==> src/design/amp_control_pkg.sv <==
package amp_control_pkg;

    // ==========================================================
    // register map
    localparam logic [31:0] BASE_ADDRESS_DEFAULT = 32'h4801_8000;
    localparam logic [31:0] CTRL_OFFSET          = 32'h0000_0000;
    localparam logic [31:0] CTRL_RESET           = 32'h0000_0000;
    localparam logic [31:0] CTRL_WRITE_MASK      = 32'h0000_0107;
    localparam logic [3:0]  FULL_WORD_SEL        = 4'hf;

    // ==========================================================
    // field positions
    localparam int POWER_BIT  = 0;
    localparam int GAIN_LSB   = 1;
    localparam int GAIN_MSB   = 2;
    localparam int SOURCE_BIT = 8;

    // ==========================================================
    // gain encodings and factors
    typedef enum logic [1:0] {
        GAIN_10 = 2'b00,
        GAIN_20 = 2'b01,
        GAIN_40 = 2'b10,
        GAIN_60 = 2'b11
    } gain_e;

    localparam logic [5:0] FACTOR_10 = 6'h0a;
    localparam logic [5:0] FACTOR_20 = 6'h14;
    localparam logic [5:0] FACTOR_40 = 6'h28;
    localparam logic [5:0] FACTOR_60 = 6'h3c;

    // ==========================================================
    // signals driven into the analog amplifier
    typedef struct packed {
        logic       amp_power_on;
        gain_e      amp_gain_select;
        logic [5:0] amp_gain_factor;
        logic       adc_source_select;
        logic       amp_output_route;
        logic       zero_reference_route;
    } amp_drive_s;

    function automatic logic [5:0] gain_factor(input gain_e code);
        case (code)
            GAIN_10: gain_factor = FACTOR_10;
            GAIN_20: gain_factor = FACTOR_20;
            GAIN_40: gain_factor = FACTOR_40;
            GAIN_60: gain_factor = FACTOR_60;
            default: gain_factor = FACTOR_10;
        endcase
    endfunction : gain_factor

endpackage : amp_control_pkg

==> src/design/wb_access_check.sv <==
`timescale 1ns/100ps

// ==========================================================
// classifies one bus access against the single control word
module wb_access_check #(
    parameter logic [31:0] BASE_ADDRESS = amp_control_pkg::BASE_ADDRESS_DEFAULT
) (
    // bus request
    input  wire logic [31:0] adr_i,
    input  wire logic [3:0]  sel_i,
    // classification
    output logic             hit,
    output logic             whole_word
);

    always_comb
    begin
        hit        = (adr_i == BASE_ADDRESS + amp_control_pkg::CTRL_OFFSET);
        whole_word = (sel_i == amp_control_pkg::FULL_WORD_SEL);
    end

endmodule : wb_access_check

==> src/design/amp_control_status.sv <==
//==========================================================
//
// The Wishbone interface to the registers is this design's own decision.
`timescale 1ns/100ps

module amp_control_status #(
    parameter logic [31:0] BASE_ADDRESS = amp_control_pkg::BASE_ADDRESS_DEFAULT
) (
    // clock and reset
    input  wire logic                         clock,
    input  wire logic                         global_system_reset_n,
    // classic wishbone slave
    input  wire logic                         cyc_i,
    input  wire logic                         stb_i,
    input  wire logic                         we_i,
    input  wire logic [31:0]                  adr_i,
    input  wire logic [3:0]                   sel_i,
    input  wire logic [31:0]                  dat_i,
    output logic [31:0]                       dat_o,
    output logic                              ack_o,
    output logic                              err_o,
    // amplifier drive
    output amp_control_pkg::amp_drive_s       amp_drive
);

    // ==========================================================
    // state
    typedef struct packed {
        logic                        power;
        amp_control_pkg::gain_e      gain;
        logic                        source;
        logic                        ack;
        logic                        err;
        logic [31:0]                 dat;
        amp_control_pkg::amp_drive_s drive;
    } state_s;

    state_s state_r;
    state_s state_nxt;
    logic   hit;
    logic   whole_word;
    logic   request;
    logic   accept;
    logic   write_take;

    wb_access_check #(
        .BASE_ADDRESS (BASE_ADDRESS)
    ) i_wb_access_check (
        .adr_i      (adr_i),
        .sel_i      (sel_i),
        .hit        (hit),
        .whole_word (whole_word)
    );

    function automatic logic [31:0] ctrl_word(input state_s s);
        logic [31:0] w;
        w = amp_control_pkg::CTRL_RESET;
        w[amp_control_pkg::POWER_BIT]                          = s.power;
        w[amp_control_pkg::GAIN_MSB:amp_control_pkg::GAIN_LSB] = s.gain;
        w[amp_control_pkg::SOURCE_BIT]                         = s.source;
        ctrl_word = w;
    endfunction : ctrl_word

    // ==========================================================
    // bus decode: one answer per request, ack or err one cycle later
    always_comb
    begin
        request    = cyc_i && stb_i && !state_r.ack && !state_r.err;
        accept     = request && hit && whole_word;
        write_take = accept && we_i;
    end

    // ==========================================================
    // next state
    always_comb
    begin
        state_nxt     = state_r;
        state_nxt.ack = accept;
        state_nxt.err = request && !accept;
        state_nxt.dat = amp_control_pkg::CTRL_RESET;
        if (write_take)
        begin
            // reserved positions are simply not stored
            state_nxt.power  = dat_i[amp_control_pkg::POWER_BIT];
            state_nxt.gain   = amp_control_pkg::gain_e'(dat_i[amp_control_pkg::GAIN_MSB:amp_control_pkg::GAIN_LSB]);
            state_nxt.source = dat_i[amp_control_pkg::SOURCE_BIT];
        end
        if (accept && !we_i)
        begin
            state_nxt.dat = ctrl_word(state_r) & amp_control_pkg::CTRL_WRITE_MASK;
        end
        state_nxt.drive.amp_power_on         = state_nxt.power;
        state_nxt.drive.amp_gain_select      = state_nxt.gain;
        state_nxt.drive.amp_gain_factor      = amp_control_pkg::gain_factor(state_nxt.gain);
        state_nxt.drive.adc_source_select    = state_nxt.source;
        state_nxt.drive.amp_output_route     = !state_nxt.source;
        state_nxt.drive.zero_reference_route = state_nxt.source;
    end

    // ==========================================================
    // state register
    always_ff @(posedge clock or negedge global_system_reset_n)
    begin
        if (!global_system_reset_n)
        begin
            state_r                            <= '0;
            state_r.drive.amp_gain_factor      <= amp_control_pkg::FACTOR_10;
            state_r.drive.amp_output_route     <= 1'b1;
        end
        else
        begin
            state_r <= state_nxt;
        end
    end

    always_comb
    begin
        dat_o     = state_r.dat;
        ack_o     = state_r.ack;
        err_o     = state_r.err;
        amp_drive = state_r.drive;
    end

    // ==========================================================
    // assertions
    property p_power_write;
        @(posedge clock) disable iff (!global_system_reset_n)
        write_take |=> ack_o && (amp_drive.amp_power_on == $past(dat_i[amp_control_pkg::POWER_BIT]));
    endproperty
    a_power_write: assert property (p_power_write) else $error("power bit did not follow write");

    property p_gain_write;
        @(posedge clock) disable iff (!global_system_reset_n)
        write_take |=> amp_drive.amp_gain_select == $past(dat_i[amp_control_pkg::GAIN_MSB:amp_control_pkg::GAIN_LSB]);
    endproperty
    a_gain_write: assert property (p_gain_write) else $error("gain code did not follow write");

    property p_gain_factor;
        @(posedge clock) disable iff (!global_system_reset_n)
        (amp_drive.amp_gain_select != amp_control_pkg::GAIN_10
            || amp_drive.amp_gain_factor == amp_control_pkg::FACTOR_10)
        && (amp_drive.amp_gain_select != amp_control_pkg::GAIN_20
            || amp_drive.amp_gain_factor == amp_control_pkg::FACTOR_20)
        && (amp_drive.amp_gain_select != amp_control_pkg::GAIN_40
            || amp_drive.amp_gain_factor == amp_control_pkg::FACTOR_40)
        && (amp_drive.amp_gain_select != amp_control_pkg::GAIN_60
            || amp_drive.amp_gain_factor == amp_control_pkg::FACTOR_60);
    endproperty
    a_gain_factor: assert property (p_gain_factor) else $error("gain factor mismatches code");

    property p_route;
        @(posedge clock) disable iff (!global_system_reset_n)
        write_take |=> (amp_drive.zero_reference_route == $past(dat_i[amp_control_pkg::SOURCE_BIT]))
                       && (amp_drive.amp_output_route != amp_drive.zero_reference_route);
    endproperty
    a_route: assert property (p_route) else $error("adc routing wrong after write");

    property p_reset_clear;
        @(posedge clock)
        !global_system_reset_n |-> (ctrl_word(state_r) == amp_control_pkg::CTRL_RESET)
                                   && amp_drive.amp_output_route && !ack_o && !err_o;
    endproperty
    a_reset_clear: assert property (p_reset_clear) else $error("register not cleared by reset");

    property p_partial_refused;
        @(posedge clock) disable iff (!global_system_reset_n)
        (request && !whole_word) |=> err_o && !ack_o && $stable(amp_drive);
    endproperty
    a_partial_refused: assert property (p_partial_refused) else $error("partial word access not refused");

    property p_outside_refused;
        @(posedge clock) disable iff (!global_system_reset_n)
        (request && !hit) |=> err_o && $stable(amp_drive);
    endproperty
    a_outside_refused: assert property (p_outside_refused) else $error("access outside base not refused");

    property p_change_needs_write;
        @(posedge clock) disable iff (!global_system_reset_n)
        $changed(ctrl_word(state_r)) |-> $past(write_take);
    endproperty
    a_change_needs_write: assert property (p_change_needs_write) else $error("register changed without write");

    property p_reserved_zero;
        @(posedge clock) disable iff (!global_system_reset_n)
        ack_o |-> ((dat_o & ~amp_control_pkg::CTRL_WRITE_MASK) == 32'h0000_0000);
    endproperty
    a_reserved_zero: assert property (p_reserved_zero) else $error("reserved bits read non-zero");

    property p_single_answer;
        @(posedge clock) disable iff (!global_system_reset_n)
        (ack_o || err_o) |=> !ack_o && !err_o;
    endproperty
    a_single_answer: assert property (p_single_answer) else $error("answer held longer than one cycle");

    property p_cover_write;
        @(posedge clock) disable iff (!global_system_reset_n)
        write_take ##1 ack_o;
    endproperty
    c_cover_write: cover property (p_cover_write);

    property p_cover_read;
        @(posedge clock) disable iff (!global_system_reset_n)
        (accept && !we_i) ##1 ack_o;
    endproperty
    c_cover_read: cover property (p_cover_read);

    property p_cover_err;
        @(posedge clock) disable iff (!global_system_reset_n)
        err_o;
    endproperty
    c_cover_err: cover property (p_cover_err);

    property p_cover_gain60;
        @(posedge clock) disable iff (!global_system_reset_n)
        amp_drive.amp_gain_factor == amp_control_pkg::FACTOR_60 && amp_drive.zero_reference_route;
    endproperty
    c_cover_gain60: cover property (p_cover_gain60);

endmodule : amp_control_status

==> config.mk <==
export PLATFORM = sky130hd
export DESIGN_NAME = amp_control_status
export DESIGN_NICKNAME = d
export VERILOG_FILES = /design/src/design/amp_control_pkg.sv /design/src/design/wb_access_check.sv /design/src/design/amp_control_status.sv
export SDC_FILE = /design/constraint.sdc
export NUM_CORES = 1
export LEC_CHECK = 0
export BUFFER_PORTS_ARGS = -buffer_cell sky130_fd_sc_hd__buf_2
export CAP_MARGIN = 25
export CORE_ASPECT_RATIO = 1.75
export CORE_MARGIN = 3
export CORE_UTILIZATION = 27
export CTS_CLUSTER_SIZE = 8
export DETAILED_ROUTE_END_ITERATION = 10
export PLACE_DENSITY = 0.85
export SLEW_MARGIN = 20
export SYNTH_ARGS = -nofsm -noshare
export SYNTH_HDL_FRONTEND = slang
export SYNTH_HIERARCHICAL = 1
export SYNTH_SLANG_ARGS = --single-unit
==> constraint.sdc <==
create_clock -name clock -period 1.2 [get_ports clock]
set_input_delay 0.24 -clock clock [delete_from_list [all_inputs] [get_ports clock]]
set_output_delay 0.24 -clock clock [all_outputs]
set_load 0.02 [all_outputs]
After elaboration in Yosys (flattened, before gate mapping):

Cells that the tools add are included.

* register bits after elaboration: 22
* input bits: 73
* output and inout bits: 46

* equal/unequal tests: 5
* reductions and logical operators: 14
* multiplexer cells: 3

Operators by type and width (count)
* $eq 32x31->1 const B: 1
* $pmux 6 s4: 1
* $mux 9: 1
* $logic_and 1x1->1: 8
* $logic_not 1->1: 5
* $eq 2x2->1 const B: 2
* $eq 4x4->1 const B: 1
* $mux 3: 1
* $eq 2x1->1 const B: 1
* $logic_not 2->1: 1

Longest topological paths before layout:

Gate-level depths: netlist of run 1.

* depth after elaboration: 9
* gate-level depth with buffers: 6

Cells and area by module:

Netlist of run 1, hierarchy kept.

Modules (own cells, without submodules)
* amp_control_status: area an instance 762.0 µm², instances 1, cells an instance 69
* wb_access_check: area an instance 97.6 µm², instances 1, cells an instance 12

Worst setup path after synthesis of run 1:

OpenSTA, ideal clock, no wires.

* path type: input to register
* start: input adr_i[8]
* end: register (tool-made name)
* stages on the path: 6
* setup time: 0.125 ns
* arrival time: 1.459 ns
* path buffers: 0
* data required time: 1.075 ns
* setup slack: -0.383 ns
* cells stage by stage: nor4b_1 nand4_1 nor2_1 nand3_1 nor2_4 mux2_2

RTL lines
* start, declared: line amp_control_status.sv:16 `input wire logic [31:0] adr_i,`

Worst setup path in the final report of run 1:

* start: input adr_i[2]
* end: register state_r (netlist bit amp_drive[11])

* longest elaborated chain between the ends: 4

RTL lines
* $eq 32x31->1: line wb_access_check.sv:18 `hit = (adr_i == BASE_ADDRESS + amp_control_pkg::CTRL_OFFSET);`
* net hit: line amp_control_status.sv:40 `logic hit;`
* $logic_and 1x1->1 (2 in a row): line amp_control_status.sv:69 `accept = request && hit && whole_word;`
* $logic_and 1x1->1: line amp_control_status.sv:70 `write_take = accept && we_i;`
* end signal, assigned: line amp_control_status.sv:112 `state_r <= state_nxt;`
* end, declared: line amp_control_status.sv:38 `state_s state_r;`

The timed path passes the listed nets, and every way through them passes these cells.
A chain may end at the register's enable or synchronous reset.

==> flow_summary.toml, run 1 <==
[timing]
fin_crit_ns = 1.48
layout_setup_ws_ns = -0.283
timing.fmax_ghz = 0.674
drv_slew = 0
hold_violations = 0
fin_worst_skew_ns = 0.00175
setup_tns_ns = -2.76
rsz0062_at_grt = "yes"
holdWs_ns = 0.161
final-setup-viol-count = 12
fin_crit_sh = 1.24

[pwr]
total_power_mw = 1.06
p_leak_nw = 0.722
peakVddDrop_mv = 0.442
p_per_area_nw_per_um2 = 762

[clock_network]
cts-root-buf = "clkbuf_8"
cts_max_level = 1
numCtsBuffers = 3
clockBufferDepth = 2
cts_tree = "yes"
clk_latency_ns = 0.24
cts.clk_slew.worst_paths_ns = 0.05
cts_sinks = 13

[drt]
wl_mm = 2.24
ant_nets = 0
drt_iter0_markers = 6
post-route-drc-count = 0
viasPerCell = 4.10
wl_per_cell_um = 11.5
vias = 800
drtPass1Iterations = 3

[placed_design]
hpwlAfterDp_mm = 1.80
dp_cells = 186
io_buffers = 61
gp_congestion = 0.747

[grt]
grt_pass1_vias = 770
grt_pass1_wl_mm = 3.31
overflow = 0
grt_max_degree = 14
grt_use_total = 0.109
antenna_found_initial = 0

[critical_path]
slowest_stage = "mux2_4"
path_max_fanout = 6
worstPathArrival_ns = 1.61
required_ns = 1.32
rr_worst_depth = 3
r2r_start = "ack_o"
r2r-end = "amp_drive[11]"
cp.depth = 7
crit_buf_inv = 1
cp_top_family = "simple AND/OR/NAND/NOR gates"
cp_cell_sequence = "buf_6 -> nor4b_2 -> nand4_1 -> nor2_2 -> nand3_2 -> nor2_4 -> mux2_4"
startpoint_type = "input port"
worstSetupEndpointType = "register"
ff2ff_setup_slack_ns = -0.20
setup.worst_path.start = "adr_i[2]"
worst-setup-path-type = "in -> reg"
endpoint = "amp_drive[11]"
cpPeakStageDelay_ns = 0.33

[synthesis]
synth_top_cells_by_count = "buf_4, dfrtp_1, and2_1, mux2_2, nor4_1"
synth_area_um2 = 860
yosysMostFrequentCell = "buf_4"
synth.area.top_cells = "dfrtp_1, buf_4, dfstp_2"
ys_seq_elements = 13
yosys_most_used_dff = "dfrtp_1"
post-synth-top-area-cell = "dfrtp_1"
syn_avg_cell_area_um2 = 10.6
synth_cell_types = 22
synth_edf_count = 0
synth_seq_area_share = 0.383
syn_inst = 81
synth_warnings = 6
synthArstFlopShare = 1.00
synth_top_area_frac = 0.291

[status]
violations = "setup timing"
outcome = "complete, but fails checks"

[floorplanning]
core_area_um2 = 2990
die_y_um = 80.6
die_area_um2 = 3920
start_util = 0.287
rows = 26
ios = 119
die_w_um = 48.7

[hold_path]
hold_class = "in -> reg"

[job]
max-cap-violations = 0

[final_layout]
fin_cells = 195
layout-area-overhead-vs-synth_pct = 62.0
layout-drive-gt1-share = 0.654
n_antenna_cell = 0
nets = 227
[layer usage]
metal,global-route usage,part of all wire
met5,0,0
met3,0.0315,0.16
met2,0.217,0.52
met4,0.0598,0.013
met1,0.0950,0.30
[worst min-delay path by stage]
stage / slack (ns) / endpoint / depth (start not counted) / start
6_report: 0.16 / amp_drive[1] / 2 / dat_i[8]
5_1_grt: 0.19 / amp_drive[1] / 2 / dat_i[8]
4_1_cts: 0.16 / amp_drive[1] / 2 / dat_i[8]
3_5_place_dp: 0.14 / dat_o[8] / 1 / global_system_reset_n
3_3_place_gp: 0.13 / dat_o[8] / 1 / global_system_reset_n
2_1_floorplan: -0.06 / asynchronous set/reset pin / 0 / global_system_reset_n
[area by class of cell]
cell class              count  area [µm²]
clock buffers               4        45.0
flip-flops and latches     13         329
well taps                  42        52.6
fillers                   301        1600
repair buffers             73         438
multi-input cells          63         528
[kinds of logic (layout without fill, tap and decap cells)]
family | Yosys count | count (layout) | synth area share
AOI/OAI and AO/OA | 3 | 3 | 0.0218
buffers and inverters | 33 | 77 | 0.288
DFF | 13 | 13 | 0.383
muxes | 6 | 6 | 0.0757
other | 1 | 29 | 0.00436
and+or+nand+nor | 25 | 25 | 0.227
[cell usage in the layout (no fill, tap or decap), types with 2 or more instances in the layout]
master    synthesis  layout
nor2_4            1       2
dfstp_2           3       3
nand4_1           2       2
buf_6             0       8
nor4b_2           2       2
buf_4            33       7
mux2_4            0       4
nor2b_1           2       2
nor4_2            0       2
nor4b_4           0       2
mux2i_1           2       2
dfrtp_1          10      10
clkbuf_8          0       3
nor4_4            0       2
conb_1            1      29
buf_2             0      57
and2_1            4       3
[report_power, final]
part,internal (mW),switching [mW]
combinational,0.0853,0.150
clock,0.234,0.149
sequential,0.441,0.000913
[per-stage QoR]
step                      utilization  setup WS, ns  area, µm²
final                           0.465        -0.283       1390
after global routing            0.465        -0.387       1390
after CTS                       0.440        -0.254       1320
after detailed placement        0.393        -0.553       1180
after global placement          0.393        -0.506       1180
after floorplan                     -        -0.333       1010
[what timing repair did]
action,in CTS,in global routing
buffers inserted,3,3
setup endpoints to repair,11,12
resized for setup,14,12
hold endpoints to repair,10,0
hold buffers,1,0
pin swaps,11,8
Power figures use the tool's default switching activity.
==> run 2, diff against run 1 <==
CORE_ASPECT_RATIO = 0.75   (was 1.75)
CORE_UTILIZATION = 30   (was 27)
PLACE_DENSITY = 0.89   (was 0.85)
clock period = 1.4 ns   (was 1.2 ns; I/O delays follow)
==> flow_summary.toml, run 2 (synthesis gave the netlist of run 1 again) <==
[timing]
rsz0062_at_grt = "yes"
final-setup-viol-count = 7
drv_slew = 0
timing.fmax_ghz = 0.652
fin_worst_skew_ns = 0.00595
hold_violations = 0
layout_setup_ws_ns = -0.134
fin_crit_ns = 1.53
fin_crit_sh = 1.10

[grt]
grt_pass1_vias = 698
grt_use_total = 0.117
antenna_found_initial = 0
overflow = 0
grt_max_degree = 14
grt_pass1_wl_mm = 3.07
busiest_layer = "met2"
grt_util_met2 = 0.229
met3_usage = 0.0150
use_met1 = 0.123

[pwr]
p_per_area_nw_per_um2 = 673
p_leak_nw = 0.696
switching_share = 0.282
peakVddDrop_mv = 0.281
p_seq_frac = 0.413
netSwitchingPower_mw = 0.259
clockPowerShare = 0.363
comb_power_share = 0.224
p_int_mw = 0.660

[floorplanning]
die_y_um = 52.4
start_util = 0.323
rows = 16
core_area_um2 = 2660
die_w_um = 67.8
die_area_um2 = 3550
ios = 119

[critical_path]
worstPathArrival_ns = 1.69
cp_top_family = "simple AND/OR/NAND/NOR gates"
cp.depth = 8
worst-setup-path-type = "in -> reg"
worstSetupEndpointType = "register"
cpPeakStageDelay_ns = 0.33
slowest_stage = "o41ai_4"
path_common_cell = "buf_6"
required_ns = 1.55
startpoint_type = "input port"
r2r-end = "amp_drive[11]"
cp_cell_sequence = "buf_6 -> nor4b_2 -> nand4_1 -> nor2_2 -> nand3_2 -> buf_4 -> buf_6 -> o41ai_4"
r2r_start = "ack_o"
ff2ff_setup_slack_ns = 0.03
path_max_fanout = 2
rr_worst_depth = 3
crit_buf_inv = 3

[final_layout]
mostFrequentLayoutCells = "buf_2, conb_1, buf_6"
fin_util = 0.512
fin_area_um2 = 1360
final_common_cell = "buf_2"
multi_input_area_um2 = 510
layout-drive-gt1-share = 0.624
nets = 223
n_antenna_cell = 0
seqCellArea_um2 = 329
fill_cells = 239
layout-area-overhead-vs-synth_pct = 58.7

[status]
outcome = "complete, but fails checks"
violations = "setup timing"

[drt]
wl_mm = 2.18
drtPass1Iterations = 4
vias = 756
post-route-drc-count = 0
ant_nets = 0
drt_iter0_markers = 23
viasPerCell = 4.09
wl_per_cell_um = 11.8

[clock_network]
clockBufferDepth = 2
cts-root-buf = "clkbuf_8"
cts_max_level = 1
cts_sinks = 13
cts_tree = "yes"
numCtsBuffers = 3
cts.clk_slew.worst_paths_ns = 0.05
clk_latency_ns = 0.25

[placed_design]
gp_congestion = 0.700
placed_area_um2 = 1140
io_buffers = 61
hpwlAfterDp_mm = 1.61

[hold_path]
holdPathStages = 2
holdPathEnd = "amp_drive[1]"
worstHoldStart = "dat_i[8]"
hold_class = "in -> reg"

[job]
max-cap-violations = 0
[run 2: per-stage QoR]
stage | hold WS (ns) | setup WS (ns) | power (mW) | std cells | TNS [ns]
floorplan | -0.0156 | -0.175 | 0.535 | 109 | -0.702
global placement | 0.166 | -0.354 | 0.548 | 178 | -3.15
detailed placement | 0.171 | -0.396 | 0.550 | 178 | -3.43
CTS | 0.194 | -0.0519 | 0.911 | 185 | -0.277
global route | 0.203 | -0.196 | 0.945 | 185 | -1.35
finish | 0.194 | -0.134 | 0.918 | 185 | -0.727
[run 2: routing by layer]
layer,wire length [µm],part of all wire,vias up
met5,0,0,-
li1,-,-,354
met1,685,0.31,351
met4,38,0.017,0
met2,1210,0.56,48
met3,241,0.11,3
[run 2: area by class of cell]
| type | count | share of cell area |
|---|---|---|
| timing repair buffer | 69 | 0.318 |
| tap | 36 | 0.0330 |
| clock buffer | 4 | 0.0330 |
| sequential | 13 | 0.241 |
| multi-input combinational | 63 | 0.374 |
[run 2: what timing repair did]
action	CTS	global route
pin swaps	13	6
setup buffers	2	1
gates resized for setup	18	8
hold buffers	1	0
endpoints found under the hold margin	10	0
setup endpoints to repair	9	11
[run 2: power groups by stage]
stage | Sequential, mW | Combinational, mW | Clock, mW
after floorplan | 0.387 | 0.147 | 0
after global placement | 0.385 | 0.163 | 0
after detailed placement | 0.385 | 0.165 | 0
after CTS | 0.379 | 0.195 | 0.337
after global routing | 0.379 | 0.221 | 0.345
final | 0.379 | 0.206 | 0.333
[run 2: worst max path at each step]
stage,start,end,slack [ns]
2_1_floorplan,adr_i[7],register,-0.18
3_3_place_gp,adr_i[1],amp_drive[11],-0.35
3_5_place_dp,adr_i[1],amp_drive[10],-0.40
4_1_cts,adr_i[2],amp_drive[11],-0.05
5_1_grt,adr_i[14],amp_drive[4],-0.20
6_report,adr_i[2],amp_drive[4],-0.13
